===== src/include/icsc_regs.svh =====
// register offsets, field positions, write masks and reset values
`ifndef ICSC_REGS_SVH
`define ICSC_REGS_SVH

// ****************************************
// offsets
// ****************************************
`define ICSC_OFS_INSEL 12'h52A
`define ICSC_OFS_HOLDEN 12'h52C
`define ICSC_OFS_FORCE 12'h535
`define ICSC_OFS_SWCTL 12'h536
`define ICSC_OFS_AMSK 12'h537
`define ICSC_OFS_RANKLO 12'h538
`define ICSC_OFS_RANKHI 12'h539
`define ICSC_OFS_HSW 12'h53A
`define ICSC_OFS_THRLO 12'h53B
`define ICSC_OFS_THRHI 12'h53C
`define ICSC_OFS_STAT 12'h5F0
`define ICSC_OFS_IMSK 12'h5F1
`define ICSC_OFS_STATE 12'h5F2

// ****************************************
// implemented bits per register
// ****************************************
`define ICSC_WM_INSEL 8'h07
`define ICSC_WM_HOLDEN 8'h01
`define ICSC_WM_FORCE 8'h01
`define ICSC_WM_SWCTL 8'h07
`define ICSC_WM_RANK 8'h77
`define ICSC_WM_HSW 8'h0F
`define ICSC_WM_THRHI 8'h03
`define ICSC_WM_EVT 8'h07

// ****************************************
// fields and reset values
// ****************************************
`define ICSC_SEAMLESS_BIT 2
`define ICSC_RANK_MAX 3'h4
`define ICSC_RST_HOLDEN 8'h01
`define ICSC_RST_HSW 8'h01
`define ICSC_RST_ZERO 8'h00
`define ICSC_EV_SWITCH 0
`define ICSC_EV_HOLD 1
`define ICSC_EV_NOREF 2

`endif


===== src/include/icsc_pkg.sv =====
// types of the input clock switch control
package icsc_pkg;
    // switching policy codes in field order
    typedef enum logic [1:0] {
        MODE_MANUAL,
        MODE_NONREV,
        MODE_REV,
        MODE_RSVD
    } icsc_mode_t;
    typedef logic [2:0] icsc_rank_t;
endpackage


===== src/rtl/icsc_ctrl.sv =====
// input clock switch control: selection, holdover entry and registers
//
// Behaviour
// - force bit puts device into holdover
// - policy field: manual, non-revertive, revertive
// - seamless enable turns phase buildout on
// - no phase buildout in zero delay mode
// - signal loss mask hides alarm from selection
// - frequency mask hides alarm from selection
// - frequency mask forced when detection disabled
// - no qualified input leads into holdover
// - inputs 0/1 rank: 0 none, 1-4
// - inputs 2/3 rank in next register
// - automatic picks lowest rank number
// - equal ranks resolved in order 0..3
// - ten-bit threshold split over two registers
// - manual select field picks input 0..3
// - holdover enable gates holdover entry on lost reference
//
// Design decision made here: the address-and-strobe port.
`timescale 1ns/10ps
`include "icsc_regs.svh"
`default_nettype none

module icsc_ctrl (
    // clock and reset
    input wire logic clk,
    input wire logic rst_n,
    // register port
    input wire logic [11:0] reg_addr,
    input wire logic [7:0] reg_wdata,
    input wire logic reg_wr,
    input wire logic reg_rd,
    output logic [7:0] reg_rdata,
    // alarm detectors and straps, asynchronous
    input wire logic [3:0] los_alarm,
    input wire logic [3:0] oof_alarm,
    input wire logic [3:0] oof_detect_off,
    input wire logic zero_delay_enable,
    input wire logic [1:0] sel_pins,
    // towards the pll
    output logic [1:0] active_input,
    output logic holdover,
    output logic phase_buildout,
    output logic [9:0] phase_measure_threshold,
    output logic irq
);

    // ****************************************
    // reset release and input synchronisers
    // ****************************************
    logic [1:0] rst_q_r;
    logic rst_s_n;
    logic [14:0] meta_r;
    logic [14:0] sync_r;

    // asynchronous assert, release two edges later
    always_ff @(posedge clk or negedge rst_n) begin
        if (!rst_n) begin
            rst_q_r <= 2'h0;
        end else begin
            rst_q_r <= {rst_q_r[0], 1'b1};
        end
    end
    assign rst_s_n = rst_q_r[1];

    // first stage feeds only the second
    always_ff @(posedge clk or negedge rst_s_n) begin
        if (!rst_s_n) begin
            meta_r <= 15'h0000;
            sync_r <= 15'h0000;
        end else begin
            meta_r <= {los_alarm, oof_alarm, oof_detect_off, zero_delay_enable, sel_pins};
            sync_r <= meta_r;
        end
    end

    logic [3:0] los_s;
    logic [3:0] oof_s;
    logic [3:0] oof_off_s;
    logic zdm_s;
    logic [1:0] pins_s;
    assign los_s = sync_r[14:11];
    assign oof_s = sync_r[10:7];
    assign oof_off_s = sync_r[6:3];
    assign zdm_s = sync_r[2];
    assign pins_s = sync_r[1:0];

    // ****************************************
    // state
    // ****************************************
    logic [7:0] insel_r, insel_nxt, holden_r, holden_nxt, force_r, force_nxt;
    logic [7:0] swctl_r, swctl_nxt, amsk_r, amsk_nxt, ranklo_r, ranklo_nxt;
    logic [7:0] rankhi_r, rankhi_nxt, hsw_r, hsw_nxt, thrlo_r, thrlo_nxt;
    logic [7:0] thrhi_r, thrhi_nxt, stat_r, stat_nxt, imsk_r, imsk_nxt;
    logic [7:0] rdata_r, rdata_nxt;
    logic [1:0] sel_r, sel_nxt;
    logic hold_r, hold_nxt, pb_r, pb_nxt, irq_r, irq_nxt, noref_r, noref_nxt;

    // ****************************************
    // per input qualification
    // ****************************************
    logic [3:0] oof_eff;
    logic [3:0] qual_w;
    logic [3:0] avail_w;
    icsc_pkg::icsc_rank_t rank_w [4];

    // detection off forces the frequency mask
    assign oof_eff = amsk_r[7:4] | oof_off_s;

    genvar g;
    generate
        for (g = 0; g < 4; g++) begin : g_in
            localparam int LSB = (g % 2) * 4;
            // low pair in one register, high pair in the next
            assign rank_w[g] = (g < 2) ? ranklo_r[LSB +: 3] : rankhi_r[LSB +: 3];
            assign qual_w[g] = !(los_s[g] && !amsk_r[g])
                && !(oof_s[g] && !oof_eff[g]);
            // reserved codes also count as unranked
            assign avail_w[g] = qual_w[g] && (rank_w[g] != 3'h0)
                && (rank_w[g] <= `ICSC_RANK_MAX);
        end
    endgenerate

    // ****************************************
    // best available input
    // ****************************************
    logic [1:0] best_w;
    icsc_pkg::icsc_rank_t best_rank;
    logic any_w;

    // strict compare keeps the earlier input on a tie
    always_comb begin
        best_w = 2'h0;
        best_rank = 3'h7;
        any_w = 1'b0;
        for (int i = 0; i < 4; i++) begin
            if (avail_w[i] && (!any_w || rank_w[i] < best_rank)) begin
                best_w = 2'(i);
                best_rank = rank_w[i];
                any_w = 1'b1;
            end
        end
    end

    // ****************************************
    // next state
    // ****************************************
    icsc_pkg::icsc_mode_t mode_w;
    logic [1:0] man_sel;
    logic noref_w;
    logic [7:0] clr_w;
    logic [7:0] ev_w;

    always_comb begin
        insel_nxt = insel_r;
        holden_nxt = holden_r;
        force_nxt = force_r;
        swctl_nxt = swctl_r;
        amsk_nxt = amsk_r;
        ranklo_nxt = ranklo_r;
        rankhi_nxt = rankhi_r;
        hsw_nxt = hsw_r;
        thrlo_nxt = thrlo_r;
        thrhi_nxt = thrhi_r;
        imsk_nxt = imsk_r;
        sel_nxt = sel_r;
        noref_w = 1'b0;
        clr_w = 8'h00;
        rdata_nxt = 8'h00;
        mode_w = icsc_pkg::icsc_mode_t'(swctl_r[1:0]);
        // register select overrides the pins
        man_sel = insel_r[0] ? insel_r[2:1] : pins_s;
        unique case (mode_w)
            icsc_pkg::MODE_MANUAL: begin
                sel_nxt = man_sel;
                noref_w = !qual_w[man_sel];
            end
            icsc_pkg::MODE_NONREV: begin
                // leave a valid input alone
                if (!avail_w[sel_r] && any_w) begin
                    sel_nxt = best_w;
                end
                noref_w = !any_w;
            end
            icsc_pkg::MODE_REV: begin
                if (any_w) begin
                    sel_nxt = best_w;
                end
                noref_w = !any_w;
            end
            icsc_pkg::MODE_RSVD: begin
                // reserved code freezes the selection
                noref_w = !avail_w[sel_r];
            end
        endcase
        // force wins even with holdover disabled
        hold_nxt = force_r[0]
            || (holden_r[0] && noref_w);
        pb_nxt = swctl_r[`ICSC_SEAMLESS_BIT] && !zdm_s;
        noref_nxt = noref_w;
        if (reg_wr) begin
            unique case (reg_addr)
                `ICSC_OFS_INSEL: insel_nxt = reg_wdata & `ICSC_WM_INSEL;
                `ICSC_OFS_HOLDEN: holden_nxt = reg_wdata & `ICSC_WM_HOLDEN;
                `ICSC_OFS_FORCE: force_nxt = reg_wdata & `ICSC_WM_FORCE;
                `ICSC_OFS_SWCTL: swctl_nxt = reg_wdata & `ICSC_WM_SWCTL;
                `ICSC_OFS_AMSK: amsk_nxt = reg_wdata;
                `ICSC_OFS_RANKLO: ranklo_nxt = reg_wdata & `ICSC_WM_RANK;
                `ICSC_OFS_RANKHI: rankhi_nxt = reg_wdata & `ICSC_WM_RANK;
                // low four bits stored as written, software keeps 1 and 0
                `ICSC_OFS_HSW: hsw_nxt = reg_wdata & `ICSC_WM_HSW;
                `ICSC_OFS_THRLO: thrlo_nxt = reg_wdata;
                `ICSC_OFS_THRHI: thrhi_nxt = reg_wdata & `ICSC_WM_THRHI;
                `ICSC_OFS_STAT: clr_w = reg_wdata & `ICSC_WM_EVT;
                `ICSC_OFS_IMSK: imsk_nxt = reg_wdata & `ICSC_WM_EVT;
                default: clr_w = 8'h00;
            endcase
        end
        // events: selection moved, holdover entered, last reference lost
        ev_w = 8'h00;
        ev_w[`ICSC_EV_SWITCH] = sel_nxt != sel_r;
        ev_w[`ICSC_EV_HOLD] = hold_nxt && !hold_r;
        ev_w[`ICSC_EV_NOREF] = noref_w && !noref_r;
        // a new event beats a clear in the same cycle
        stat_nxt = (stat_r & ~clr_w) | ev_w;
        irq_nxt = |(stat_nxt & imsk_nxt);
        if (reg_rd) begin
            unique case (reg_addr)
                `ICSC_OFS_INSEL: rdata_nxt = insel_r;
                `ICSC_OFS_HOLDEN: rdata_nxt = holden_r;
                `ICSC_OFS_FORCE: rdata_nxt = force_r;
                `ICSC_OFS_SWCTL: rdata_nxt = swctl_r;
                `ICSC_OFS_AMSK: rdata_nxt = {oof_eff, amsk_r[3:0]};
                `ICSC_OFS_RANKLO: rdata_nxt = ranklo_r;
                `ICSC_OFS_RANKHI: rdata_nxt = rankhi_r;
                `ICSC_OFS_HSW: rdata_nxt = hsw_r;
                `ICSC_OFS_THRLO: rdata_nxt = thrlo_r;
                `ICSC_OFS_THRHI: rdata_nxt = thrhi_r;
                `ICSC_OFS_STAT: rdata_nxt = stat_r;
                `ICSC_OFS_IMSK: rdata_nxt = imsk_r;
                `ICSC_OFS_STATE: rdata_nxt = {avail_w, pb_r, hold_r, sel_r};
                default: rdata_nxt = 8'h00;
            endcase
        end
    end

    // registers only
    always_ff @(posedge clk or negedge rst_s_n) begin
        if (!rst_s_n) begin
            insel_r <= `ICSC_RST_ZERO;
            holden_r <= `ICSC_RST_HOLDEN;
            force_r <= `ICSC_RST_ZERO;
            swctl_r <= `ICSC_RST_ZERO;
            amsk_r <= `ICSC_RST_ZERO;
            ranklo_r <= `ICSC_RST_ZERO;
            rankhi_r <= `ICSC_RST_ZERO;
            hsw_r <= `ICSC_RST_HSW;
            thrlo_r <= `ICSC_RST_ZERO;
            thrhi_r <= `ICSC_RST_ZERO;
            stat_r <= `ICSC_RST_ZERO;
            imsk_r <= `ICSC_RST_ZERO;
            rdata_r <= `ICSC_RST_ZERO;
            sel_r <= 2'h0;
            hold_r <= 1'b0;
            pb_r <= 1'b0;
            irq_r <= 1'b0;
            noref_r <= 1'b0;
        end else begin
            insel_r <= insel_nxt;
            holden_r <= holden_nxt;
            force_r <= force_nxt;
            swctl_r <= swctl_nxt;
            amsk_r <= amsk_nxt;
            ranklo_r <= ranklo_nxt;
            rankhi_r <= rankhi_nxt;
            hsw_r <= hsw_nxt;
            thrlo_r <= thrlo_nxt;
            thrhi_r <= thrhi_nxt;
            stat_r <= stat_nxt;
            imsk_r <= imsk_nxt;
            rdata_r <= rdata_nxt;
            sel_r <= sel_nxt;
            hold_r <= hold_nxt;
            pb_r <= pb_nxt;
            irq_r <= irq_nxt;
            noref_r <= noref_nxt;
        end
    end

    // outputs straight from flops
    assign reg_rdata = rdata_r;
    assign active_input = sel_r;
    assign holdover = hold_r;
    assign phase_buildout = pb_r;
    assign phase_measure_threshold = {thrhi_r[1:0], thrlo_r};
    assign irq = irq_r;

    logic auto_w;
    assign auto_w = (mode_w == icsc_pkg::MODE_NONREV) || (mode_w == icsc_pkg::MODE_REV);
endmodule

`default_nettype wire


===== config.mk =====
export PLATFORM = sky130hd
export DESIGN_NAME = icsc_ctrl
export DESIGN_NICKNAME = d
export VERILOG_FILES = /design/src/include/icsc_pkg.sv /design/src/rtl/icsc_ctrl.sv
export VERILOG_INCLUDE_DIRS = /design/src /design/src/include
export SDC_FILE = /design/constraint.sdc
export NUM_CORES = 1
export LEC_CHECK = 0
export ABC_AREA = 1
export BUFFER_PORTS_ARGS = -buffer_cell sky130_fd_sc_hd__buf_2
export CORE_ASPECT_RATIO = 0.7
export CORE_MARGIN = 4
export CORE_UTILIZATION = 50
export CTS_CLUSTER_SIZE = 24
export DETAILED_ROUTE_END_ITERATION = 10
export HOLD_SLACK_MARGIN = 0.05
export PLACE_DENSITY = 0.71
export SYNTH_ARGS = -nofsm -noshare
export SYNTH_HDL_FRONTEND = slang
export SYNTH_SLANG_ARGS = --single-unit

===== constraint.sdc =====
create_clock -name clk -period 3.3 [get_ports clk]
set_clock_uncertainty 0.15 [all_clocks]
set_input_delay 0.165 -clock clk [delete_from_list [all_inputs] [get_ports clk]]
set_output_delay 0.165 -clock clk [all_outputs]
set_load 0.01 [all_outputs]

==> summary.txt <==
Floorplan
  – Rows: 28
  – Starting Density: roughly 52%
  – Die height: 86.8 um
  – Core Area: 8550 um2
  – Die ar.: roughly 10000 um2
  – Top-level I/O count: 62
  – Die W: roughly 120 um

Logic synthesis
  – Register area share after synthesis: ~53%
  – Syn nets: 567
  – Number of synthesized flops with an enable pin: 0
  – Syn Inst Count: between 500 and 600
  – Mean Syn Cell Area: about 8.6 um2
  – Yosys top cell area share: approximately half
  – Dominant cells by area after synthesis: dfrtp_1, nand2_1, inv_1
  – Synth Flop Type: dfrtp_1
  – Post-synth top area cell: dfrtp_1
  – Mapped Area: between 4000 and 5000 um2
  – Post-synthesis async set-or-reset flop share: 100%
  – Synth Register Bits: 94
  – Number of distinct library cells after synthesis: 41
  – Warnings, synthesis: 0

Timing
  – Final min period: just under 4 ns
  – Setup TNS: -2.31 ns
  – Final setup margin: -0.660 ns
  – RSZ-0062 raised after global routing: yes
  – FMAX: 253 MHz
  – Fin crit share: 120%
  – # setup viols final: 4
  – Worst slew pin tran: between 0.8 and 0.9 ns
  – Max-slew headroom: 42.1%
  – Pins Over Slew Limit: 0
  – Final hold vios: 0

Route
  – Initial DRC Count: between 300 and 400
  – ANT nets after route: 0
  – DRC: 0
  – Vias: ~4100
  – DRT Wirelength: 12.5 mm
  – DR vias/cell: 5.26
  – Routed length per instance: ~16 um
  – DRT Pass-1 Iters: 5

Worst hold path
  – Hold Path Sink: force_r[0]
  – Hold path depth: 4
  – Hold WC Path Type: in2reg
  – Min-delay src: reg_addr[1]

Global routing
  – First-pass GRT wire length: just under 20 mm
  – Total global routing overflow: 0
  – Met2 Use GR: between 30% and 40%
  – GRT met1 Usage: 34.8%
  – Largest net degree at the start of global routing: 68
  – Busiest grt layer: met2
  – GRT Util Overall: between 20% and 30%
  – Number of global-route vias before repair: ~3900
  – Met3 usage in global routing: between 5 and 6%
  – Initial antenna violation count: 0

Clock tree
  – CTS tree: built
  – H-tree depth: 3
  – Clock Sinks: 94
  – Root buffer cell: clkbuf_16
  – CTS max path bufs: 2
  – CTS buffer count: 9
  – CTS clk-pin slew, worst paths: about 0.070 ns
  – Later-pin clock latency in the skew report: roughly 0.34 ns

Cells and area
  – Commonest non-fill, non-tap cell in the layout: nand2_1
  – Number of nets in the layout: ~700
  – Multi-input gate area: between 1500 and 2000 um2
  – Layout cells sized above 1: 28.9%
  – Fillcell total: between 600 and 700
  – Non-Filler Instances: between 700 and 800
  – Design area: a little under 6000 um2
  – Reg area: ~2400 um2
  – Ant. Diodes: 0
  – Most frequent cells in the layout: nand2_1, dfrtp_1, inv_1, buf_2, buf_4
  – Area growth from synthesis to layout: 32.4%

Place
  – HPWL after DPL: 8.92 mm
  – DP Cell Count: 724
  – Post-place setup slack: -0.556 ns
  – PortBufs: between 60 and 70
  – GPL Wtd Cong: roughly 0.97
  – Placed inst area: between 5000 and 6000 um2

Setup path
  – CP required: around 3.4 ns
  – Worst setup EP type: flip-flop
  – Critical path peak fanout: 5
  – Worst reg-to-reg setup slack: -0.66 ns
  – Most used cell, CP: nand2_1
  – R2R Path End: irq
  – Slowest CP cell: dfrtp_1
  – Crit path largest cell delay: about 0.43 ns
  – Reg2reg path depth: 38
  – CP Class: reg2reg
  – RR Startpoint: ranklo_r[0]
  – Worst Setup Start Kind: flip-flop
  – WP data arrival: roughly 4.0 ns

Run status
  – Status: finished, violations left
  – Failing checks: negative setup slack

Run
  – Max Cap Violations: 0

Power
  – Pwr Total: around 2.4 mW
  – Leakage: about 2.8 nW
  – Comb power frac: about 6.3%
  – Sw Ratio: 24.9%
  – Register share of total power: 51.0%
  – Clock network fraction of design power: between 40% and 50%
  – Switch Pwr: between 500 and 600 uW
  – Worst VDD drop: 0.343 mV
  – P_int: 1.77 mW
  – PwrDens: between 400 and 500 nW/um2
-- per-layer routing --
metal | routed length (um) | vias to the layer above
li1 | - | 1963
met1 | 5520 | 1913
met2 | 5790 | 176
met3 | 1000 | 19
met4 | 165 | 0
met5 | 0 | -
-- logic make-up (layout without fill, tap and decap cells) --
logic type      Yosys count  after routing  share of synthesized area [%]
compound gates          111            111                           14.8
buf+inv                  98            235                           8.55
flops                    94             94                           53.1
xor+xnor                  2              2                          0.395
fa+ha+maj                11             11                           3.10
simple gates            200            200                           20.0
other cells               1              1                         0.0846
-- flip-flops by register name, indices dropped and copies added, names as in the netlist --
name            count
meta_r             15
sync_r             15
amsk_r              8
reg_rdata           8
thrlo_r             8
rankhi_r            6
ranklo_r            6
hsw_r               4
imsk_r              3
insel_r             3
stat_r              3
swctl_r             3
active_input        2
rst_q_r             2
thrhi_r             2
force_r             1
holden_r            1
holdover            1
irq                 1
noref_r             1
phase_buildout      1
-- Yosys cell counts, types with 5 or more instances --
library cell	count
o21ai_1	29
nand3_2	6
inv_1	72
nand2_1	102
nand3_1	21
a221oi_1	5
a21oi_1	13
ha_1	11
nand4_1	6
nor3_1	11
o22ai_1	5
nor2_1	39
o21ai_0	37
inv_2	16
dfrtp_1	92
clkbuf_1	7
nand2_2	10
-- worst max path at each step --
stage	depth (start not counted)	slack [ns]	end	startpoint
CTS	38	-0.50	irq	ranklo_r[0]
finish	38	-0.66	irq	ranklo_r[0]
floorplan	38	-0.34	irq	ranklo_r[1]
global route	38	-0.93	irq	ranklo_r[0]
detailed placement	36	-0.56	irq	ranklo_r[1]
global placement	39	-0.40	irq	ranklo_r[2]
-- layout make-up --
cell class | count | area share [%]
multi-input cells | 325 | 31.3
well taps | 120 | 2.56
clock buffers | 9 | 3.84
repair buffers | 128 | 15.0
flip-flops and latches | 94 | 40.2
clock inverters | 7 | 1.13
inverters | 91 | 6.05
-- power by group through the flow --
| stage | clock network (mW) | logic, mW | registers, mW |
|---|---|---|---|
| 2_1_floorplan | 0 | 0.0530 | 1.22 |
| 3_3_place_gp | 0 | 0.113 | 1.23 |
| 3_5_place_dp | 0 | 0.116 | 1.23 |
| 4_1_cts | 1.02 | 0.142 | 1.20 |
| 5_1_grt | 1.08 | 0.162 | 1.21 |
| 6_report | 1.01 | 0.149 | 1.20 |
-- worst max-delay path: cells and delay by family, from the launching register on --
kind / cells / cell delay (ns)
buffers and inverters: 5 / 0.23
AO/OA/AOI/OAI: 4 / 0.47
AND/OR/NAND/NOR: 26 / 1.77
flip-flops: 1 / 0.43
adder cells (fa/ha/maj): 3 / 0.79
-- per-stage QoR --
stage	util (%)	hold slack, ns
3_5_place_dp	60.0	-0.197
6_report	68.7	0.110
3_3_place_gp	60.0	-0.200
2_1_floorplan	-	-0.281
5_1_grt	68.7	0.126
4_1_cts	67.3	0.0899
-- timing repair --
| action | in CTS | in global routing |
|---|---|---|
| endpoints found under the setup margin | 4 | 4 |
| hold buffers | 25 | 0 |
| pin swaps | 4 | 2 |
| setup buffers | 3 | 6 |
| endpoints found under the hold margin | 39 | 0 |
| gates resized for setup | 15 | 17 |
Note: power is estimated with default switching activity, not from simulation.
